--- src/dhp_pkg.sv ---
/*
  Constants, field layouts and register map of the multichannel DAC host port.
  Assumes a 50 MHz system clock and a host that keeps its own framing rules.
*/
// Behaviour
// - acquire-and-readback: acquire within 16 us, then next frame shifts out 14-bit code
// - readback-only: no acquisition, next frame shifts out 14-bit code
// - interface select high enables serial port, low enables parallel port
// - serial output bit changes on each rising shift clock edge
// - direct-load broadcast loads all zeros or all ones into all 32 registers
// - acquisition broadcast makes all 32 channels acquire together, about 45 us
// - offset select bit targets offset channel and ignores address bits
// - five-bit channel address, MSB first, selects one of 32 channels
// - 14-bit code written into the register only in direct-load mode
// - serial port works with continuous or burst host clock
// - frame select fall clears counter; further edges ignored until word done
// - after the word's bit count, clocks ignored until a fresh frame fall
// - readback output enabled on first rise, released on fourteenth fall
// - input sampled on each falling clock; ignored during readback words
// - parallel mode, acquisition only, address captured on write strobe rise
// - parallel offset select pin targets offset channel, address ignored
// - parallel broadcast pin makes all 32 channels acquire, about 45 us
// - frame select pin doubles as parallel chip select, active low
// - first two bits select mode: acquire, direct load, acquire-readback, readback
// - direct-load write is 24 bits: 10-bit header then 14-bit code
// - acquisition command is a 10-bit header only, MSB first
package dhp_pkg;
  // ==========================================================
  // word geometry
  localparam int CODE_W = 14;
  localparam int ADDR_W = 5;
  localparam int NUM_CH = 32;
  localparam int NUM_REGS = NUM_CH + 1;
  localparam logic [5:0] OFFS_CH = 6'h20;
  localparam logic [4:0] HDR_BITS = 5'h0A;
  localparam logic [4:0] DAC_BITS = 5'h18;
  localparam logic [4:0] RB_LAST = 5'h0D;
  localparam logic [4:0] MODE_CNT = 5'h01;
  // header field positions
  localparam int HF_MODE = 8;
  localparam int HF_BC = 7;
  localparam int HF_OFFS = 6;
  localparam int HF_TEST = 5;
  localparam int HF_ADDR = 0;
  // ==========================================================
  // modes
  typedef enum logic [1:0] {
    MODE_ACQ = 2'h0,
    MODE_DAC = 2'h1,
    MODE_ACQ_RB = 2'h2,
    MODE_RB = 2'h3
  } dhp_mode_t;
  // ==========================================================
  // timing
  localparam int CLK_NS = 20;
  localparam int ACQ_MAX_NS = 16000;
  localparam int BC_TYP_NS = 45000;
  localparam int ACQ_CYC = ACQ_MAX_NS / CLK_NS;
  localparam int BC_CYC = BC_TYP_NS / CLK_NS;
  localparam int TMR_W = 12;
  // ==========================================================
  // pin vector indices
  localparam int PIN_W = 12;
  localparam int P_SYNC = 0;
  localparam int P_SCLK = 1;
  localparam int P_DIN = 2;
  localparam int P_SEL = 3;
  localparam int P_WR = 4;
  localparam int P_ADDR = 5;
  localparam int P_OFFS = 10;
  localparam int P_BC = 11;
  // ==========================================================
  // register map
  localparam logic [7:0] REG_ACQ_CODE = 8'h00;
  localparam logic [7:0] REG_STATUS = 8'h04;
  localparam logic [7:0] REG_RB_SEL = 8'h08;
  localparam logic [7:0] REG_RB_DATA = 8'h0C;
  localparam logic [CODE_W-1:0] ACQ_CODE_RST = 14'h0000;
endpackage

--- src/dhp_pins_if.sv ---
/*
  Interface carrying synchronised pin levels and their edges.
  Assumes one clock domain shared by both modports.
*/
`timescale 1ns/10ps
interface dhp_pins_if #(parameter int W = 1);
  logic [W-1:0] lvl;
  logic [W-1:0] rise;
  logic [W-1:0] fall;
  modport src (output lvl, output rise, output fall);
  modport dst (input lvl, input rise, input fall);
endinterface

--- src/dhp_host_port.sv ---
/*
  Host command port of a 32-channel DAC: serial frame engine, parallel
  acquisition port, DAC register bank, acquisition timer, Wishbone slave.
  Assumes host pins are asynchronous; shift clock is far slower than clk_i.
*/
// Implementation choices: the Wishbone register port and the address map.
`timescale 1ns/10ps
module dhp_host_port (
  // system
  input wire logic clk_i,
  input wire logic rst_i,
  // wishbone slave
  input wire logic wb_cyc_i,
  input wire logic wb_stb_i,
  input wire logic wb_we_i,
  input wire logic [7:0] wb_adr_i,
  input wire logic [3:0] wb_sel_i,
  input wire logic [31:0] wb_dat_i,
  output logic [31:0] wb_dat_o,
  output logic wb_ack_o,
  // serial link
  input wire logic sync_n_i,
  input wire logic sclk_i,
  input wire logic din_i,
  output logic dout_o,
  output logic dout_oe_o,
  // parallel port
  input wire logic interface_select_i,
  input wire logic wr_n_i,
  input wire logic [4:0] channel_address_i,
  input wire logic offset_sel_i,
  input wire logic broadcast_i,
  // acquisition status
  output logic acq_busy_o,
  output logic [5:0] acq_chan_o,
  output logic acq_all_o
);
  localparam int CW = dhp_pkg::CODE_W;

  // ==========================================================
  // pin synchronisers
  dhp_pins_if #(.W(dhp_pkg::PIN_W)) pv ();
  logic [dhp_pkg::PIN_W-1:0] pins;
  assign pins = {broadcast_i, offset_sel_i, channel_address_i, wr_n_i,
                 interface_select_i, din_i, sclk_i, sync_n_i};

  dhp_pin_sync #(.W(dhp_pkg::PIN_W)) u_sync (
    .clk_i(clk_i),
    .rst_i(rst_i),
    .pin_i(pins),
    .pv(pv.src)
  );

  logic ser_en;
  logic sync_fall;
  logic sclk_rise;
  logic sclk_fall;
  logic din_s;
  assign ser_en = pv.lvl[dhp_pkg::P_SEL];
  assign sync_fall = pv.fall[dhp_pkg::P_SYNC];
  assign sclk_rise = pv.rise[dhp_pkg::P_SCLK];
  // edges found by clk_i, so a gated or free-running shift clock works alike
  assign sclk_fall = pv.fall[dhp_pkg::P_SCLK];
  assign din_s = pv.lvl[dhp_pkg::P_DIN];

  // ==========================================================
  // serial frame engine
  typedef enum logic [1:0] {
    ST_IDLE = 2'b01,
    ST_SHIFT = 2'b10
  } dhp_state_t;

  dhp_state_t st_q;
  logic [4:0] cnt_q;
  logic [23:0] sh_q;
  logic [1:0] mode_q;
  logic rb_frame_q;
  logic rb_pend_q;
  logic [5:0] rb_tgt_q;
  logic [CW-1:0] rb_sh_q;
  logic dout_q;
  logic oe_q;
  logic [CW-1:0] dac_q [0:dhp_pkg::NUM_REGS-1];

  logic [23:0] sh_nx;
  logic [4:0] frame_len;
  logic ser_done;
  logic rb_last_fall;
  assign sh_nx = {sh_q[22:0], din_s};
  // length depends on mode bits held since the second bit
  assign frame_len = (mode_q == dhp_pkg::MODE_DAC) ? dhp_pkg::DAC_BITS : dhp_pkg::HDR_BITS;
  assign ser_done = ser_en && st_q == ST_SHIFT && !rb_frame_q && sclk_fall
                    && cnt_q >= dhp_pkg::MODE_CNT && (cnt_q + 5'h01) == frame_len;
  assign rb_last_fall = ser_en && st_q == ST_SHIFT && rb_frame_q && sclk_fall
                        && cnt_q == dhp_pkg::RB_LAST;

  // ==========================================================
  // command decode
  logic [9:0] hdr;
  logic [CW-1:0] cmd_code;
  logic par_go;
  logic cmd_go;
  logic [1:0] cmd_mode;
  logic cmd_bc;
  logic cmd_offs;
  logic [4:0] cmd_addr;
  logic [5:0] cmd_tgt;

  assign hdr = (mode_q == dhp_pkg::MODE_DAC) ? sh_nx[23:14] : sh_nx[9:0];
  assign cmd_code = sh_nx[CW-1:0];
  // frame select doubles as chip select of the parallel port
  assign par_go = !ser_en && pv.rise[dhp_pkg::P_WR] && !pv.lvl[dhp_pkg::P_SYNC];
  assign cmd_go = ser_done || par_go;

  always_comb begin
    if (par_go) begin
      cmd_mode = dhp_pkg::MODE_ACQ;
      cmd_bc = pv.lvl[dhp_pkg::P_BC];
      cmd_offs = pv.lvl[dhp_pkg::P_OFFS];
      cmd_addr = pv.lvl[dhp_pkg::P_ADDR +: dhp_pkg::ADDR_W];
    end else begin
      cmd_mode = hdr[dhp_pkg::HF_MODE +: 2];
      cmd_bc = hdr[dhp_pkg::HF_BC];
      cmd_offs = hdr[dhp_pkg::HF_OFFS];
      cmd_addr = hdr[dhp_pkg::HF_ADDR +: dhp_pkg::ADDR_W];
    end
    // test bit is left unused: the host keeps it low
    cmd_tgt = cmd_offs ? dhp_pkg::OFFS_CH : {1'b0, cmd_addr};
  end

  logic acq_start;
  logic acq_bc;
  logic dac_load;
  assign acq_start = cmd_go && (cmd_mode == dhp_pkg::MODE_ACQ || cmd_mode == dhp_pkg::MODE_ACQ_RB);
  assign acq_bc = cmd_bc && cmd_mode == dhp_pkg::MODE_ACQ;
  assign dac_load = ser_done && cmd_mode == dhp_pkg::MODE_DAC;

  // frame sequencing: counter cleared only from idle, so stray edges are ignored
  always_ff @(posedge clk_i) begin
    if (rst_i) begin
      st_q <= ST_IDLE;
      cnt_q <= 5'h00;
      sh_q <= 24'h000000;
      mode_q <= 2'h0;
      rb_frame_q <= 1'b0;
      rb_pend_q <= 1'b0;
      rb_tgt_q <= 6'h00;
    end else if (!ser_en) begin
      st_q <= ST_IDLE;
    end else begin
      case (st_q)
        ST_IDLE: begin
          if (sync_fall) begin
            st_q <= ST_SHIFT;
            cnt_q <= 5'h00;
            rb_frame_q <= rb_pend_q;
            rb_pend_q <= 1'b0;
          end
        end
        ST_SHIFT: begin
          if (sclk_fall) begin
            cnt_q <= cnt_q + 5'h01;
            if (rb_frame_q) begin
              if (cnt_q == dhp_pkg::RB_LAST) begin
                st_q <= ST_IDLE;
              end
            end else begin
              sh_q <= sh_nx;
              if (cnt_q == dhp_pkg::MODE_CNT) begin
                mode_q <= {sh_q[0], din_s};
              end
              if (ser_done) begin
                st_q <= ST_IDLE;
                if (cmd_mode == dhp_pkg::MODE_ACQ_RB || cmd_mode == dhp_pkg::MODE_RB) begin
                  rb_pend_q <= 1'b1;
                  rb_tgt_q <= cmd_tgt;
                end
              end
            end
          end
        end
        default: begin
          st_q <= ST_IDLE;
        end
      endcase
    end
  end

  // ==========================================================
  // readback output: code copied at frame start, MSB first
  always_ff @(posedge clk_i) begin
    if (rst_i) begin
      rb_sh_q <= '0;
      dout_q <= 1'b0;
      oe_q <= 1'b0;
    end else if (!ser_en) begin
      oe_q <= 1'b0;
    end else if (st_q == ST_IDLE && sync_fall && rb_pend_q) begin
      rb_sh_q <= dac_q[rb_tgt_q];
    end else if (st_q == ST_SHIFT && rb_frame_q) begin
      if (sclk_rise) begin
        dout_q <= rb_sh_q[CW-1];
        rb_sh_q <= {rb_sh_q[CW-2:0], 1'b0};
        oe_q <= 1'b1;
      end
      if (rb_last_fall) begin
        oe_q <= 1'b0;
      end
    end
  end

  assign dout_o = dout_q;
  assign dout_oe_o = oe_q;

  // ==========================================================
  // acquisition timer stands in for the analog converter
  logic acq_busy_q;
  logic [dhp_pkg::TMR_W-1:0] acq_tmr_q;
  logic [5:0] acq_tgt_q;
  logic acq_all_q;
  logic acq_done;
  logic [CW-1:0] acq_code_q;
  assign acq_done = acq_busy_q && acq_tmr_q == '0;

  // a new command restarts the timer; the earlier one is abandoned
  always_ff @(posedge clk_i) begin
    if (rst_i) begin
      acq_busy_q <= 1'b0;
      acq_tmr_q <= '0;
      acq_tgt_q <= 6'h00;
      acq_all_q <= 1'b0;
    end else if (acq_start) begin
      acq_busy_q <= 1'b1;
      acq_tgt_q <= cmd_tgt;
      acq_all_q <= acq_bc;
      if (acq_bc) begin
        acq_tmr_q <= dhp_pkg::TMR_W'(dhp_pkg::BC_CYC - 1);
      end else begin
        acq_tmr_q <= dhp_pkg::TMR_W'(dhp_pkg::ACQ_CYC - 1);
      end
    end else if (acq_done) begin
      acq_busy_q <= 1'b0;
    end else if (acq_busy_q) begin
      acq_tmr_q <= acq_tmr_q - dhp_pkg::TMR_W'(1);
    end
  end

  assign acq_busy_o = acq_busy_q;
  assign acq_chan_o = acq_tgt_q;
  assign acq_all_o = acq_all_q;

  // ==========================================================
  // DAC register bank, zero at power-on
  always_ff @(posedge clk_i) begin
    if (rst_i) begin
      for (int i = 0; i < dhp_pkg::NUM_REGS; i++) begin
        dac_q[i] <= '0;
      end
    end else begin
      if (acq_done) begin
        if (acq_all_q) begin
          for (int i = 0; i < dhp_pkg::NUM_CH; i++) begin
            dac_q[i] <= acq_code_q;
          end
        end else begin
          dac_q[acq_tgt_q] <= acq_code_q;
        end
      end
      // direct load wins over a finishing acquisition in the same cycle
      if (dac_load) begin
        if (cmd_bc) begin
          for (int i = 0; i < dhp_pkg::NUM_CH; i++) begin
            dac_q[i] <= {CW{cmd_code[0]}};
          end
        end else begin
          dac_q[cmd_tgt] <= cmd_code;
        end
      end
    end
  end

  // ==========================================================
  // wishbone slave: one wait state, unmapped reads return zero
  logic ack_q;
  logic [31:0] dat_q;
  logic [5:0] rb_sel_q;
  logic [1:0] last_mode_q;
  logic [5:0] last_tgt_q;
  logic wb_req;
  assign wb_req = wb_cyc_i && wb_stb_i && !ack_q;

  always_ff @(posedge clk_i) begin
    if (rst_i) begin
      last_mode_q <= 2'h0;
      last_tgt_q <= 6'h00;
    end else if (cmd_go) begin
      last_mode_q <= cmd_mode;
      last_tgt_q <= cmd_tgt;
    end
  end

  always_ff @(posedge clk_i) begin
    if (rst_i) begin
      ack_q <= 1'b0;
      dat_q <= 32'h00000000;
      acq_code_q <= dhp_pkg::ACQ_CODE_RST;
      rb_sel_q <= 6'h00;
    end else begin
      ack_q <= wb_req;
      if (wb_req) begin
        dat_q <= 32'h00000000;
        if (wb_we_i) begin
          if (wb_adr_i == dhp_pkg::REG_ACQ_CODE) begin
            if (wb_sel_i[0]) begin
              acq_code_q[7:0] <= wb_dat_i[7:0];
            end
            if (wb_sel_i[1]) begin
              acq_code_q[CW-1:8] <= wb_dat_i[CW-1:8];
            end
          end
          if (wb_adr_i == dhp_pkg::REG_RB_SEL && wb_sel_i[0]) begin
            rb_sel_q <= wb_dat_i[5:0];
          end
        end else begin
          case (wb_adr_i)
            dhp_pkg::REG_ACQ_CODE: begin
              dat_q <= {18'h0, acq_code_q};
            end
            dhp_pkg::REG_STATUS: begin
              dat_q <= {21'h0, last_tgt_q, ser_en, last_mode_q, rb_pend_q, acq_busy_q};
            end
            dhp_pkg::REG_RB_SEL: begin
              dat_q <= {26'h0, rb_sel_q};
            end
            dhp_pkg::REG_RB_DATA: begin
              if (rb_sel_q < 6'(dhp_pkg::NUM_REGS)) begin
                dat_q <= {18'h0, dac_q[rb_sel_q]};
              end
            end
            default: begin
              dat_q <= 32'h00000000;
            end
          endcase
        end
      end
    end
  end

  assign wb_ack_o = ack_q;
  assign wb_dat_o = dat_q;

  // ==========================================================
  // assertions
  localparam int AST_ACQ_LIM = dhp_pkg::ACQ_CYC + 1;
  localparam int AST_BC_LIM = dhp_pkg::BC_CYC + 1;
endmodule

--- src/dhp_pin_sync.sv ---
/*
  Two-flop synchroniser with edge detection for a vector of pins.
  Assumes pins are asynchronous to clk_i.
*/
`timescale 1ns/10ps
module dhp_pin_sync #(
  parameter int W = 1
) (
  // system
  input wire logic clk_i,
  input wire logic rst_i,
  // pins
  input wire logic [W-1:0] pin_i,
  // synchronised view
  dhp_pins_if.src pv
);
  logic [W-1:0] meta_q;
  logic [W-1:0] sync_q;
  logic [W-1:0] prev_q;

  // first stage feeds only the second
  always_ff @(posedge clk_i) begin
    if (rst_i) begin
      meta_q <= '0;
      sync_q <= '0;
      prev_q <= '0;
    end else begin
      meta_q <= pin_i;
      sync_q <= meta_q;
      prev_q <= sync_q;
    end
  end

  assign pv.lvl = sync_q;
  assign pv.rise = sync_q & ~prev_q;
  assign pv.fall = ~sync_q & prev_q;
endmodule

--- config.mk ---
export PLATFORM = sky130hd
export DESIGN_NAME = dhp_host_port
export DESIGN_NICKNAME = d
export VERILOG_FILES = /design/src/dhp_pkg.sv /design/src/dhp_pins_if.sv /design/src/dhp_host_port.sv /design/src/dhp_pin_sync.sv
export SDC_FILE = /design/constraint.sdc
export NUM_CORES = 2
export LEC_CHECK = 0
export BUFFER_PORTS_ARGS = -buffer_cell sky130_fd_sc_hd__buf_2
export CAP_MARGIN = 15
export CORE_ASPECT_RATIO = 0.6
export CORE_MARGIN = 2
export CORE_UTILIZATION = 33
export DETAILED_ROUTE_END_ITERATION = 8
export PLACE_DENSITY = 0.45
export SLEW_MARGIN = 0
export SYNTH_ARGS = -nofsm -noshare
export SYNTH_HDL_FRONTEND = slang
export SYNTH_SLANG_ARGS = --single-unit
--- constraint.sdc ---
create_clock -name clk_i -period 3.9 [get_ports clk_i]
set_input_delay 0.78 -clock clk_i [delete_from_list [all_inputs] [get_ports clk_i]]
set_output_delay 0.78 -clock clk_i [all_outputs]
set_load 0.1 [all_outputs]
==> impl_metrics.tcl <==
set metrics [dict create \
    cts_root_buf "clkbuf_16" \
    row_count 121 \
    path_max_fanout 104 \
    synth_seq_area_share_pct 49.8 \
    grt_max_degree 111 \
    start_util_pct 33.2 \
    status "complete, no violations" \
    drive_above_1_share_pct 24.6 \
    via_per_inst 6.68 \
    worst_hold_path_type "input pin to register" \
    required_ns 4.33 \
    p_leak_nw 19.1 \
    timing.slew.headroom_pct 12.3 \
    final_common_cell "edfxtp_1" \
    place.gp.congestion 0.966 \
    cp_data_arrival_time_ns 4.12 \
    start_kind "register" \
    synth_warnings 0 \
    gr-total-overflow 0 \
    fp.dieW_um 556 \
    layout_min_cycle_time_ns 3.69 \
    cp-end-kind "register" \
    die_y_um 335 \
    rsz0062_at_grt "false" \
    synth_seq_cells 1054 \
    drtIter0Drc 8627 \
    vias 48500 \
    ioPinCount 104 \
    cts_buffers 105 \
    grt_first_pass_wirelength_um 380000 \
    layout_common_cells "edfxtp_1 (896), nand2_1 (552), mux4_2 (425)" \
    synth-edff-count 896 \
    area_delta_synth_final_pct 10.7 \
    clock_sinks 1054 \
    wirelength_um 278000 \
    post_cts_buffers 0 \
    grt_pass1_vias 44800 \
    cts.path.max_buffers 3 \
    synthCells 5293 \
    ir_worst_vdd_mv 0.438 \
    clkLatencyLatePin_ns 0.78 \
    fmax_ghz 0.271 \
    finalSetupTns_ns 0 \
    final_nets 4834 \
    wl_per_cell_um 38.3 \
    syn-cell-area_um2 60300 \
    cts_htree_levels 3 \
    synthArstFlopShare_pct 0 \
    grt_use_total_pct 29.2 \
    hold_viol 0 \
    drv_slew 0 \
    maxCapViolCount 0 \
    ctsHoldBuffers 0 \
    clkTransAtPathRegs_ns 0.06 \
    avgSynthCellArea_um2 11.4 \
    skew_ns 0.0524 \
    dieArea_um2 186000 \
    core_area_um2 182000 \
    synth_ff_type "edfxtp_1" \
    io_buffers 65 \
    final.period_utilization_pct 94.5 \
    drt_drc_violations_left 0 \
    grt_antenna_before_repair 27 \
    finalSetupViolCount 0 \
    ant_nets 0 \
    p_per_area_nw_per_um2 362 \
    path_class "register to register" \
    cts_tree "built" \
    synth.distinct_cells 72 \
    place_hpwl_um 192000 \
    holdWs_ns 0.221 \
    first_pass_iters 6 \
    tightest_slew_ns 1.31 \
]
registers in the layout (all words and copies together), names as in the netlist, 2 cells and up, named ones only:
signal / cells
dac_q: 896
sh_q: 23
acq_code_q: 14
rb_sh_q: 14
wb_dat_o: 14
acq_tmr_q: 12
u_sync.meta_q: 12
u_sync.pv.lvl: 12
acq_chan_o: 6
last_tgt_q: 6
rb_sel_q: 6
rb_tgt_q: 6
cnt_q: 5
u_sync.prev_q: 3
last_mode_q: 2
mode_q: 2
st_q: 2
Yosys cell counts, drive strengths merged, types with 53 or more instances:
master / instances / share of area, %
clkbuf: 983 / 6.1
a21oi: 99 / 0.82
a22oi: 99 / 1.2
dfxtp: 158 / 5.2
buf: 150 / 1.5
nand2: 552 / 3.4
nor2: 109 / 0.68
a31oi: 416 / 4.3
edfxtp: 896 / 45
mux4: 425 / 16
o21ai: 57 / 0.47
nor3: 90 / 0.75
o22ai: 86 / 0.89
nand3: 96 / 0.80
o32ai: 57 / 0.83
nor4: 400 / 4.2
a221oi: 53 / 0.77
mux2i: 117 / 1.9
metrics by stage:
stage / util [%] / power, mW / cell area (um^2) / worst slack, ns / std cells
2_1_floorplan: - / 13.1 / 60400 / 0.381 / 5310
3_3_place_gp: 34.8 / 13.6 / 63200 / 0.395 / 7060
3_5_place_dp: 34.8 / 13.6 / 63200 / 0.370 / 7060
4_1_cts: 36.8 / 24.3 / 66800 / 0.308 / 7255
5_1_grt: 36.8 / 24.8 / 66800 / 0.0610 / 7257
6_report: 36.8 / 24.2 / 66800 / 0.214 / 7265
cell families after synthesis:
group | synth area share [%]
and+or+nand+nor | 12.0
other | 0.00621
buffers and inverters | 7.77
xor gates and xnor gates | 0.189
AOI/OAI and AO/OA | 11.8
muxes | 18.3
adders and majority gates | 0.0829
DFF | 49.8
timing repair:
item / 4_1_cts / 5_1_grt
gates resized for setup: 0 / 2
setup endpoints to repair: 0 / 2
hold endpoints to repair: 0 / 0
per-layer routing:
layer | routed length (um) | global-route usage [%]
met4 | 10600 | 9.74
met1 | 118000 | 43.1
met2 | 111000 | 39.8
met3 | 38500 | 9.41
met5 | 284 | 0
cell type report:
cell class	instances	area, um^2
timing repair buffer	485	4040
tap	2398	3000
inverter	22	82.6
multi-input combinational	3101	26000
antenna	10	25.0
clock buffer	132	2930
fill	17300	115000
clock inverter	63	593
sequential	1054	30200
report_power, final:
part	internal (mW)	switching, mW	total (mW)
logic	0.293	0.645	0.938
registers	12.3	0.129	12.4
clock network	5.87	4.94	10.8
worst max-delay path, stage by stage (launching register included):
cell     delay [ns]
dfxtp_1        0.40
nor2b_1        0.35
mux2_4         0.34
or4_4          0.50
or3_4          0.38
buf_12         0.22
buf_4          0.45
o32ai_1        0.37
o22ai_1        0.18
worst paths after layout:
kind	start	end	slack (ns)	cells after the start
max	mode_q[0]	dac_q[29][3]	0.21	8
min	sclk_i	u_sync.meta_q[1]	0.22	2
min reg2reg	u_sync.meta_q[3]	u_sync.pv.lvl[3]	0.44	1
max reg2reg	mode_q[0]	dac_q[29][3]	0.21	8
No activity file was read; power rests on OpenSTA's default activity.
